$ cat config.mk
export PLATFORM = sky130hd
export DESIGN_NAME = asc_ctrl
export DESIGN_NICKNAME = d
export VERILOG_FILES = /design/src/common/asc_pkg.sv /design/src/hw/asc_cmp.sv /design/src/hw/asc_ctrl.sv
export SDC_FILE = /design/constraint.sdc
export NUM_CORES = 1
export LEC_CHECK = 0
export BUFFER_PORTS_ARGS = -buffer_cell sky130_fd_sc_hd__buf_2
export CAP_MARGIN = 25
export CORE_ASPECT_RATIO = 1.75
export CORE_MARGIN = 2
export CORE_UTILIZATION = 35
export CTS_CLUSTER_DIAMETER = 60
export DETAILED_ROUTE_END_ITERATION = 10
export SLEW_MARGIN = 20
export SYNTH_ARGS = -nofsm -noshare
export SYNTH_HDL_FRONTEND = slang
export SYNTH_SLANG_ARGS = --single-unit
$ cat constraint.sdc
create_clock -name clk_sys_i -period 2.1 [get_ports clk_sys_i]
set_input_delay 0.315 -clock clk_sys_i [delete_from_list [all_inputs] [get_ports clk_sys_i]]
set_output_delay 0.315 -clock clk_sys_i [all_outputs]
set_load 0.05 [all_outputs]
$ cat src/common/asc_pkg.sv
// Constants for the converter scan and threshold compare controller.
// Assumes one system clock and a plain address/strobe register port.
package asc_pkg;

  // Register port widths
  localparam int unsigned ADDR_W = 4;   // Register index width
  localparam int unsigned REG_W  = 16;  // Register data width

  // Register indexes on the plain port
  localparam logic [3:0] CTRL_ADDR = 4'h0;  // Scan and compare control
  localparam logic [3:0] STAT_ADDR = 4'h1;  // Sticky event status
  localparam logic [3:0] MASK_ADDR = 4'h2;  // Interrupt mask

  // Control field positions
  localparam int unsigned SCAN_EN_BIT   = 15;  // Auto-scan enable
  localparam int unsigned LOW_PWR_BIT   = 14;  // Low power after scan
  localparam int unsigned CHG_REQ_BIT   = 13;  // Charge time unit request
  localparam int unsigned BGAP_REQ_BIT  = 12;  // Band gap request
  localparam int unsigned SIRQ_MODE_LSB = 8;   // Scan interrupt mode
  localparam int unsigned WR_MODE_LSB   = 2;   // Result write mode
  localparam int unsigned CMP_MODE_LSB  = 0;   // Compare mode

  // Control reset value and writable bits
  localparam logic [15:0] CTRL_RST   = 16'h0000;
  localparam logic [15:0] CTRL_WMASK = 16'hf30f;

  // Scan interrupt modes
  localparam logic [1:0] SIRQ_NONE = 2'h0;  // No interrupt
  localparam logic [1:0] SIRQ_SEQ  = 2'h1;  // Sequence complete
  localparam logic [1:0] SIRQ_CMP  = 2'h2;  // Valid compare
  localparam logic [1:0] SIRQ_BOTH = 2'h3;  // Sequence and compare

  // Result write modes
  localparam logic [1:0] WR_LEGACY = 2'h0;  // Store every result
  localparam logic [1:0] WR_MATCH  = 2'h1;  // Store on match only
  localparam logic [1:0] WR_CMPONL = 2'h2;  // Compare only, no store
  localparam logic [1:0] WR_RSVD   = 2'h3;  // Reserved

  // Compare modes
  localparam logic [1:0] CMP_LT  = 2'h0;  // Below buffer value
  localparam logic [1:0] CMP_GT  = 2'h1;  // Above buffer value
  localparam logic [1:0] CMP_IN  = 2'h2;  // Inside window
  localparam logic [1:0] CMP_OUT = 2'h3;  // Outside window

  // Status bits, also the mask layout
  localparam int unsigned ST_W    = 3;  // Status width
  localparam int unsigned ST_SIRQ = 0;  // Scan interrupt condition met
  localparam int unsigned ST_MTCH = 1;  // Valid compare seen
  localparam int unsigned ST_SEQ  = 2;  // Sequence completed
  localparam logic [2:0]  STAT_RST = 3'h0;
  localparam logic [2:0]  MASK_RST = 3'h0;

  // Two-bit field extract, used for every mode field
  function automatic logic [1:0] fld2(input logic [15:0] r, input int unsigned lsb);
    fld2 = r[lsb +: 2];
  endfunction : fld2

endpackage : asc_pkg

$ cat src/hw/asc_cmp.sv
// Threshold comparator for one conversion result.
// Assumes the buffer value and window pair are stable beside the result.
`timescale 1ns/1ps
`default_nettype none
module asc_cmp #(
  parameter int unsigned RES_W = 12  // Result width
) (
  // Mode select
  input  wire logic [1:0]       mode_i,
  // Values to compare
  input  wire logic [RES_W-1:0] result_i,
  input  wire logic [RES_W-1:0] lo_i,
  input  wire logic [RES_W-1:0] hi_i,
  // Outcome
  output logic                  match_o
);

  // Window edges count as inside
  logic in_win;  // Result within lo..hi

  // Criterion select
  always_comb
  begin
    in_win = (result_i >= lo_i) && (result_i <= hi_i);
    case (mode_i)
      asc_pkg::CMP_LT:  match_o = result_i < lo_i;
      asc_pkg::CMP_GT:  match_o = result_i > lo_i;
      asc_pkg::CMP_IN:  match_o = in_win;
      asc_pkg::CMP_OUT: match_o = !in_win;
      default:         match_o = 1'b0;
    endcase
  end

endmodule : asc_cmp
`default_nettype wire

$ cat src/hw/asc_ctrl.sv
// Scan and threshold compare controller for a converter core.
// Assumes the core pulses conv_done_i with result and buffer index,
// pulses seq_done_i at the end of a scan sequence, and supplies the
// buffer value (lo) and window pair (lo, hi) for each conversion.
//
// Function
// - Auto-scan bit turns automatic scanning on.
// - Charge time unit on only when requested, active.
// - Band gap on only when requested, active.
// - Interrupt mode: none, sequence, compare, both.
// - Compare-only mode stores nothing, still interrupts.
// - Legacy mode stores every result at index.
// - Compare mode: below, above, inside, outside.
// - Match-store mode acts only on a match.
`timescale 1ns/1ps
`default_nettype none
module asc_ctrl #(
  parameter int unsigned RES_W = 12,  // Result width
  parameter int unsigned IDX_W = 5    // Buffer index width
) (
  // Clock and reset
  input  wire logic                         clk_sys_i,
  input  wire logic                         arst_n_i,
  // Register port
  input  wire logic [asc_pkg::ADDR_W-1:0]   reg_addr_i,
  input  wire logic [asc_pkg::REG_W-1:0]    reg_wdata_i,
  input  wire logic                         reg_wr_i,
  input  wire logic                         reg_rd_i,
  output logic      [asc_pkg::REG_W-1:0]    reg_rdata_o,
  // Converter core status
  input  wire logic                         adc_on_i,
  input  wire logic                         adc_active_i,
  input  wire logic                         conv_done_i,
  input  wire logic [RES_W-1:0]             conv_result_i,
  input  wire logic [IDX_W-1:0]             conv_idx_i,
  input  wire logic [RES_W-1:0]             thr_lo_i,
  input  wire logic [RES_W-1:0]             thr_hi_i,
  input  wire logic                         seq_done_i,
  // Converter core controls
  output logic                              auto_scan_enable_o,
  output logic                              low_power_after_scan_o,
  output logic                              chg_unit_en_o,
  output logic                              bandgap_en_o,
  // Result store to buffer
  output logic                              store_o,
  output logic      [RES_W-1:0]             store_data_o,
  output logic      [IDX_W-1:0]             store_idx_o,
  // Events
  output logic                              scan_event_o,
  output logic                              irq_o
);

  // Scan tracking states
  typedef enum logic [0:0] {
    ASC_IDLE,  // No scan in progress
    ASC_RUN    // Auto-scan running
  } asc_state_e;

  // Register state
  logic [15:0]                ctrl_r;        // Control register
  logic [15:0]                ctrl_nxt;
  logic [asc_pkg::ST_W-1:0]   stat_r;        // Sticky status
  logic [asc_pkg::ST_W-1:0]   stat_nxt;
  logic [asc_pkg::ST_W-1:0]   mask_r;        // Interrupt mask
  logic [asc_pkg::ST_W-1:0]   mask_nxt;
  logic [15:0]                rdata_r;       // Read data
  logic [15:0]                rdata_nxt;

  // Scan state
  asc_state_e                 state_r;       // Scan tracker
  asc_state_e                 state_nxt;
  logic                       seen_r;        // Match seen this sequence
  logic                       seen_nxt;

  // Output registers
  logic                       scan_en_r;
  logic                       scan_en_nxt;
  logic                       lp_r;
  logic                       lp_nxt;
  logic                       chg_r;
  logic                       chg_nxt;
  logic                       bg_r;
  logic                       bg_nxt;
  logic                       store_r;
  logic                       store_nxt;
  logic [RES_W-1:0]           sdata_r;
  logic [RES_W-1:0]           sdata_nxt;
  logic [IDX_W-1:0]           sidx_r;
  logic [IDX_W-1:0]           sidx_nxt;
  logic                       sev_r;
  logic                       sev_nxt;
  logic                       irq_r;
  logic                       irq_nxt;

  // Decoded fields
  logic [1:0]                 sirq_mode;     // Scan interrupt mode
  logic [1:0]                 wr_mode;       // Result write mode
  logic [1:0]                 cmp_mode;      // Compare mode
  logic                       cmp_raw;       // Comparator outcome
  logic                       cmp_on;        // Compare is in use
  logic                       match;         // Valid match this cycle
  logic                       sirq;          // Scan interrupt condition
  logic                       rd_stat;       // Status read this cycle
  logic [asc_pkg::ST_W-1:0]   ev;            // Events this cycle

  // Field decode
  assign sirq_mode = asc_pkg::fld2(ctrl_r, asc_pkg::SIRQ_MODE_LSB);
  assign wr_mode   = asc_pkg::fld2(ctrl_r, asc_pkg::WR_MODE_LSB);
  assign cmp_mode  = asc_pkg::fld2(ctrl_r, asc_pkg::CMP_MODE_LSB);

  // Threshold comparator
  asc_cmp #(
    .RES_W    (RES_W)
  ) u_cmp (
    .mode_i   (cmp_mode),
    .result_i (conv_result_i),
    .lo_i     (thr_lo_i),
    .hi_i     (thr_hi_i),
    .match_o  (cmp_raw)
  );

  // Compare is used only in the two compare write modes
  assign cmp_on = (wr_mode == asc_pkg::WR_MATCH) || (wr_mode == asc_pkg::WR_CMPONL);
  assign match  = conv_done_i && cmp_on && cmp_raw;

  // Scan interrupt condition by mode
  always_comb
  begin
    case (sirq_mode)
      asc_pkg::SIRQ_SEQ:  sirq = seq_done_i;
      asc_pkg::SIRQ_CMP:  sirq = match;
      asc_pkg::SIRQ_BOTH: sirq = seq_done_i && (seen_r || match);
      default:             sirq = 1'b0;
    endcase
  end

  // Register file next values
  always_comb
  begin
    ctrl_nxt  = ctrl_r;
    mask_nxt  = mask_r;
    rdata_nxt = 16'h0000;
    rd_stat   = reg_rd_i && (reg_addr_i == asc_pkg::STAT_ADDR);
    ev        = '0;
    ev[asc_pkg::ST_SIRQ] = sirq;
    ev[asc_pkg::ST_MTCH] = match;
    ev[asc_pkg::ST_SEQ]  = seq_done_i;
    // Software writes
    if (reg_wr_i)
    begin
      case (reg_addr_i)
        asc_pkg::CTRL_ADDR: ctrl_nxt = reg_wdata_i & asc_pkg::CTRL_WMASK;
        asc_pkg::MASK_ADDR: mask_nxt = reg_wdata_i[asc_pkg::ST_W-1:0];
        default:            ctrl_nxt = ctrl_r;
      endcase
    end
    // Software reads, unmapped read as zero
    if (reg_rd_i)
    begin
      case (reg_addr_i)
        asc_pkg::CTRL_ADDR: rdata_nxt = ctrl_r;
        asc_pkg::STAT_ADDR: rdata_nxt = {13'h0000, stat_r};
        asc_pkg::MASK_ADDR: rdata_nxt = {13'h0000, mask_r};
        default:            rdata_nxt = 16'h0000;
      endcase
    end
    // Read clears, a new event in the same cycle wins
    stat_nxt = (rd_stat ? '0 : stat_r) | ev;
  end

  // Register file flops
  always_ff @(posedge clk_sys_i or negedge arst_n_i)
  begin
    if (!arst_n_i)
    begin
      ctrl_r  <= asc_pkg::CTRL_RST;
      stat_r  <= asc_pkg::STAT_RST;
      mask_r  <= asc_pkg::MASK_RST;
      rdata_r <= 16'h0000;
    end
    else
    begin
      ctrl_r  <= ctrl_nxt;
      stat_r  <= stat_nxt;
      mask_r  <= mask_nxt;
      rdata_r <= rdata_nxt;
    end
  end

  // Scan tracker next values
  always_comb
  begin
    state_nxt = state_r;
    seen_nxt  = seen_r;
    case (state_r)
      ASC_IDLE:
      begin
        // A fresh scan starts with no match recorded
        seen_nxt = 1'b0;
        if (ctrl_r[asc_pkg::SCAN_EN_BIT] && adc_active_i)
        begin
          state_nxt = ASC_RUN;
        end
      end
      ASC_RUN:
      begin
        // Remember a match until the sequence closes
        if (seq_done_i)
        begin
          seen_nxt = 1'b0;
        end
        else if (match)
        begin
          seen_nxt = 1'b1;
        end
        if (!ctrl_r[asc_pkg::SCAN_EN_BIT] || !adc_on_i)
        begin
          state_nxt = ASC_IDLE;
        end
      end
      default:
      begin
        state_nxt = ASC_IDLE;
        seen_nxt  = 1'b0;
      end
    endcase
  end

  // Scan tracker flops
  always_ff @(posedge clk_sys_i or negedge arst_n_i)
  begin
    if (!arst_n_i)
    begin
      state_r <= ASC_IDLE;
      seen_r  <= 1'b0;
    end
    else
    begin
      state_r <= state_nxt;
      seen_r  <= seen_nxt;
    end
  end

  // Output next values
  always_comb
  begin
    scan_en_nxt = ctrl_r[asc_pkg::SCAN_EN_BIT];
    lp_nxt      = ctrl_r[asc_pkg::LOW_PWR_BIT];
    chg_nxt     = ctrl_r[asc_pkg::CHG_REQ_BIT] && adc_on_i && adc_active_i;
    bg_nxt      = ctrl_r[asc_pkg::BGAP_REQ_BIT] && adc_on_i && adc_active_i;
    sdata_nxt   = sdata_r;
    sidx_nxt    = sidx_r;
    // Store decision by write mode
    case (wr_mode)
      asc_pkg::WR_LEGACY: store_nxt = conv_done_i;
      asc_pkg::WR_MATCH:  store_nxt = match;
      asc_pkg::WR_CMPONL: store_nxt = 1'b0;
      default:            store_nxt = 1'b0;
    endcase
    if (store_nxt)
    begin
      sdata_nxt = conv_result_i;
      sidx_nxt  = conv_idx_i;
    end
    sev_nxt = sirq;
    // Level interrupt from unmasked sticky bits, mask writes count at once
    irq_nxt = |(stat_nxt & mask_nxt);
  end

  // Output flops
  always_ff @(posedge clk_sys_i or negedge arst_n_i)
  begin
    if (!arst_n_i)
    begin
      scan_en_r <= 1'b0;
      lp_r      <= 1'b0;
      chg_r     <= 1'b0;
      bg_r      <= 1'b0;
      store_r   <= 1'b0;
      sdata_r   <= '0;
      sidx_r    <= '0;
      sev_r     <= 1'b0;
      irq_r     <= 1'b0;
    end
    else
    begin
      scan_en_r <= scan_en_nxt;
      lp_r      <= lp_nxt;
      chg_r     <= chg_nxt;
      bg_r      <= bg_nxt;
      store_r   <= store_nxt;
      sdata_r   <= sdata_nxt;
      sidx_r    <= sidx_nxt;
      sev_r     <= sev_nxt;
      irq_r     <= irq_nxt;
    end
  end

  // Port drive
  assign reg_rdata_o            = rdata_r;
  assign auto_scan_enable_o     = scan_en_r;
  assign low_power_after_scan_o = lp_r;
  assign chg_unit_en_o          = chg_r;
  assign bandgap_en_o           = bg_r;
  assign store_o                = store_r;
  assign store_data_o           = sdata_r;
  assign store_idx_o            = sidx_r;
  assign scan_event_o           = sev_r;
  assign irq_o                  = irq_r;
endmodule : asc_ctrl
`default_nettype wire

==> reports/metrics.csv <==
stage;metric;value;unit
finish;nets;439;
yosys;area leader, netlist;dfrtp_1;
finish;Multi-input gate area;1590;sq um
pwr;VDD IR max;579;uV
timing;Fmax;441;MHz
detailed_routing;DRT antenna net count;0;
detailed_routing;Max Used Layer;met4;
place;GPL Wtd Cong;0.767;
timing;unrepaired setup endpoints after global routing;true;
pwr;Clk pwr share;0.231;
setup_path;crit path max fanout;9;
detailed_routing;Via-to-Cell Ratio;4.88;
die;starting density of the core;0.362;
timing;Tcrit/Tclk final;1.08;
die;row count;42;
detailed_routing;wire length per cell;15.2;um
yosys;Yosys top cell area share;0.472;
status;status;finished with violations;
detailed_routing;met3 wire len;312;um
timing;Worst Slack Setup Final;-168;ps
die;floorplan die height;121;um
place;dpl ws;-542;ps
finish;Layout area overhead;45.5;%
timing;final setup fails;20;
cts;Worst-path clk slew;70;ps
setup_path;cell depth of the worst setup path;11;
detailed_routing;Iteration-0 DRC Markers;37;
die;full die area;8630;sq um
cts;CTS Buffer Depth;2;
timing;post-route setup TNS;-2780;ps
finish;ratio of cells with drive above 1 in the final layout;0.571;
global_route;GRT Resource Usage Total;0.160;
yosys;asr flop ratio synth;1.00;
global_route;largest net degree at the start of global routing;30;
finish;Antenna Cells;0;
place;Placement Cell Area;3560;sq um
setup_path;type of the worst setup path;in -> reg;
global_route;vias in the first global route;2265;
timing;worst slew margin relative to its limit;0.581;
setup_path;crit end category;register;
setup_path;slowest CP cell;or3_4;
detailed_routing;Via Count;2113;
finish;post-route cell area;4010;sq um
setup_path;crit-path cells;buf_8 > inv_12 > ha_4 > nand4_1 > or3_4 > a2bb2oi_2 > xnor2_2 > a21oi_4 > a22oi_4 > clkbuf_16 > mux2_4;
global_route;initial antenna violation count;0;
yosys;Syn. warnings;0;
pwr;PD cells;1040;nW/um^2
yosys;Seq cells post-synth;52;
yosys;Yosys cell types;42;
die;Ports;109;
pwr;sequential share of power;0.339;
setup_path;WP data arrival;2440;ps
cts;total CTS buffers;5;
setup_path;Worst EP required;2270;ps
yosys;Post-synth EDFFs;0;
pwr;NetSw;1650;uW
pwr;Comb pwr share;0.430;
cts;worst skew pair latency;290;ps
setup_path;R2R cell count;7;
setup_path;Worst Setup Start Kind;primary input;
pwr;internal power;2530;uW
setup_path;Worst Path Buf+Inv;3;
finish;Fillers;692;
cts;CTS tree;yes;
cts;CTS Sinks;52;
pwr;Leakage Power;0.00201;uW
pwr;sw frac;0.394;
finish;register area;1300;sq um
setup_path;slowest stage delay, CP;420;ps
timing;Min Hold Slack;27.9;ps
yosys;Synth Cell Area;2760;sq um
timing;Final Max Tran Viols;0;
global_route;grt total ovfl;0;
die;core area;7620;sq um
min_path;worst hold path type;in -> async;
yosys;ranking of synthesized cells by area;dfrtp_1 (47%), ha_1 (12%), mux2_2 (8.6%);
timing;clock skew;5.63;ps
flow_run;max_cap viols;0;
timing;actual slew at the worst max-slew pin;628;ps
die;Chip Width;71.1;um
detailed_routing;met2 routed WL;3.75;mm
place;port bufs;96;
pwr;total power;4180;uW
global_route;global-route wire length before repair;10.5;mm
status;failing checks;setup timing;
detailed_routing;M1 WL;2.33;mm
place;placed wire-length estimate;5.07;mm
detailed_routing;DRC violations left;0;
timing;final hold vios;0;
cts;H-Tree Depth;2;
cts;Root Driver;clkbuf_16;
setup_path;cell family with most CP delay;simple AND/OR/NAND/NOR gates;
detailed_routing;Routed WL;6.57;mm
timing;fin crit period;2270;ps
yosys;Synth Flop Type;dfrtp_1;
detailed_routing;first drt pass iteration count;4;
yosys;Seq/Total Area, Yosys;0.472;
yosys;Syn Area/Cell;11.8;sq um
yosys;Cells after Synth;233;
## routing by layer
layer | vias to the layer above | GRT usage
met3 | 10 | 0.0357
met1 | 1016 | 0.166
li1 | 1019 | -
met4 | 0 | 0.0660
met5 | - | 0
met2 | 68 | 0.303
## worst paths after layout
path | from | to | slack, ps
min in group clk_sys_i | seq_done_i | seen_r | 230
max reg2reg | ctrl_r[2] | store_data_o[10] | 340
min | arst_n_i | store_data_o[9] | 30
max | thr_lo_i[1] | store_data_o[10] | -170
max in group asynchronous | arst_n_i | ctrl_r[0] | 1500
min reg2reg | ctrl_r[14] | low_power_after_scan_o | 390
## placed cells by master, fill, tap and decap left out, types with 2 or more instances in the layout
master	netlist	layout
o211ai_2	3	3
buf_4	6	7
a21oi_1	15	11
inv_2	0	8
nor4_1	2	2
nor2_1	10	9
and2_1	6	6
a21o_1	2	2
nand2b_1	2	2
nor2b_4	0	2
a21oi_2	0	4
mux2i_1	5	5
mux2_4	9	9
nor3_2	1	2
o21ai_0	2	2
inv_1	27	17
mux2_2	21	21
clkbuf_16	0	6
buf_6	1	15
dfrtp_1	52	52
nand4_1	5	5
nand3_1	3	3
and3_1	2	2
buf_2	0	82
ha_4	0	15
buf_12	0	2
nor2b_1	3	2
o31ai_2	0	3
ha_1	26	11
conb_1	1	6
nand2_1	6	6
## final cells by class
type,count,share of cell area
Clock buffer,6,0.0346
Sequential cell,52,0.325
Tap cell,88,0.0275
Multi-Input combinational cell,150,0.397
Clock inverter,2,0.00968
Inverter,27,0.0290
Timing Repair Buffer,108,0.178
## sequential cells by signal, summed over array words and instances (netlist names)
signal / flops
mask_r: 3
state_r: 1
reg_rdata_o: 10
low_power_after_scan_o: 1
store_data_o: 12
bandgap_en_o: 1
store_o: 1
ctrl_r: 10
chg_unit_en_o: 1
stat_r: 3
irq_o: 1
seen_r: 1
store_idx_o: 5
auto_scan_enable_o: 1
scan_event_o: 1
## synthesized netlist by cell type, types with 2 or more instances
cell type	number
dfrtp_1	52
inv_1	27
ha_1	26
mux2_2	21
a21oi_1	15
nor2_1	10
mux2_4	9
and2_1	6
buf_4	6
nand2_1	6
mux2i_1	5
nand4_1	5
nand3_1	3
nor2b_1	3
o211ai_2	3
o31ai_1	3
a21o_1	2
and3_1	2
clkbuf_1	2
nand2b_1	2
nor3_1	2
nor4_1	2
o21ai_0	2
## what timing repair did
item	in CTS	in global routing
buffers inserted	2	0
setup endpoints to repair	18	21
pin swaps	7	5
gates cloned	0	1
resized for setup	38	10
hold buffers	0	0
## per-stage QoR
stage	std cells	util
2_1_floorplan	238	-
3_3_place_gp	422	0.467
3_5_place_dp	422	0.467
4_1_cts	432	0.516
5_1_grt	433	0.526
6_report	433	0.526
## logic make-up after synthesis
kind of cell	after synthesis	synth area share
adders and majority gates	26	0.118
muxes	35	0.153
AOI/OAI and AO/OA	34	0.0940
buffers and inverters	36	0.0599
other	1	0.00136
and+or+nand+nor	48	0.0981
xor gates and xnor gates	1	0.00318
DFF	52	0.472
## power groups by stage
stage / logic [uW] / clock network [uW] / registers, uW
after floorplan: 618 / 0 / 2080
after global placement: 1690 / 0 / 1430
after detailed placement: 1700 / 0 / 1440
after CTS: 1780 / 1000 / 1420
after global routing: 1910 / 1020 / 1450
final: 1800 / 965 / 1420
No activity file was read; power rests on OpenSTA's default activity.
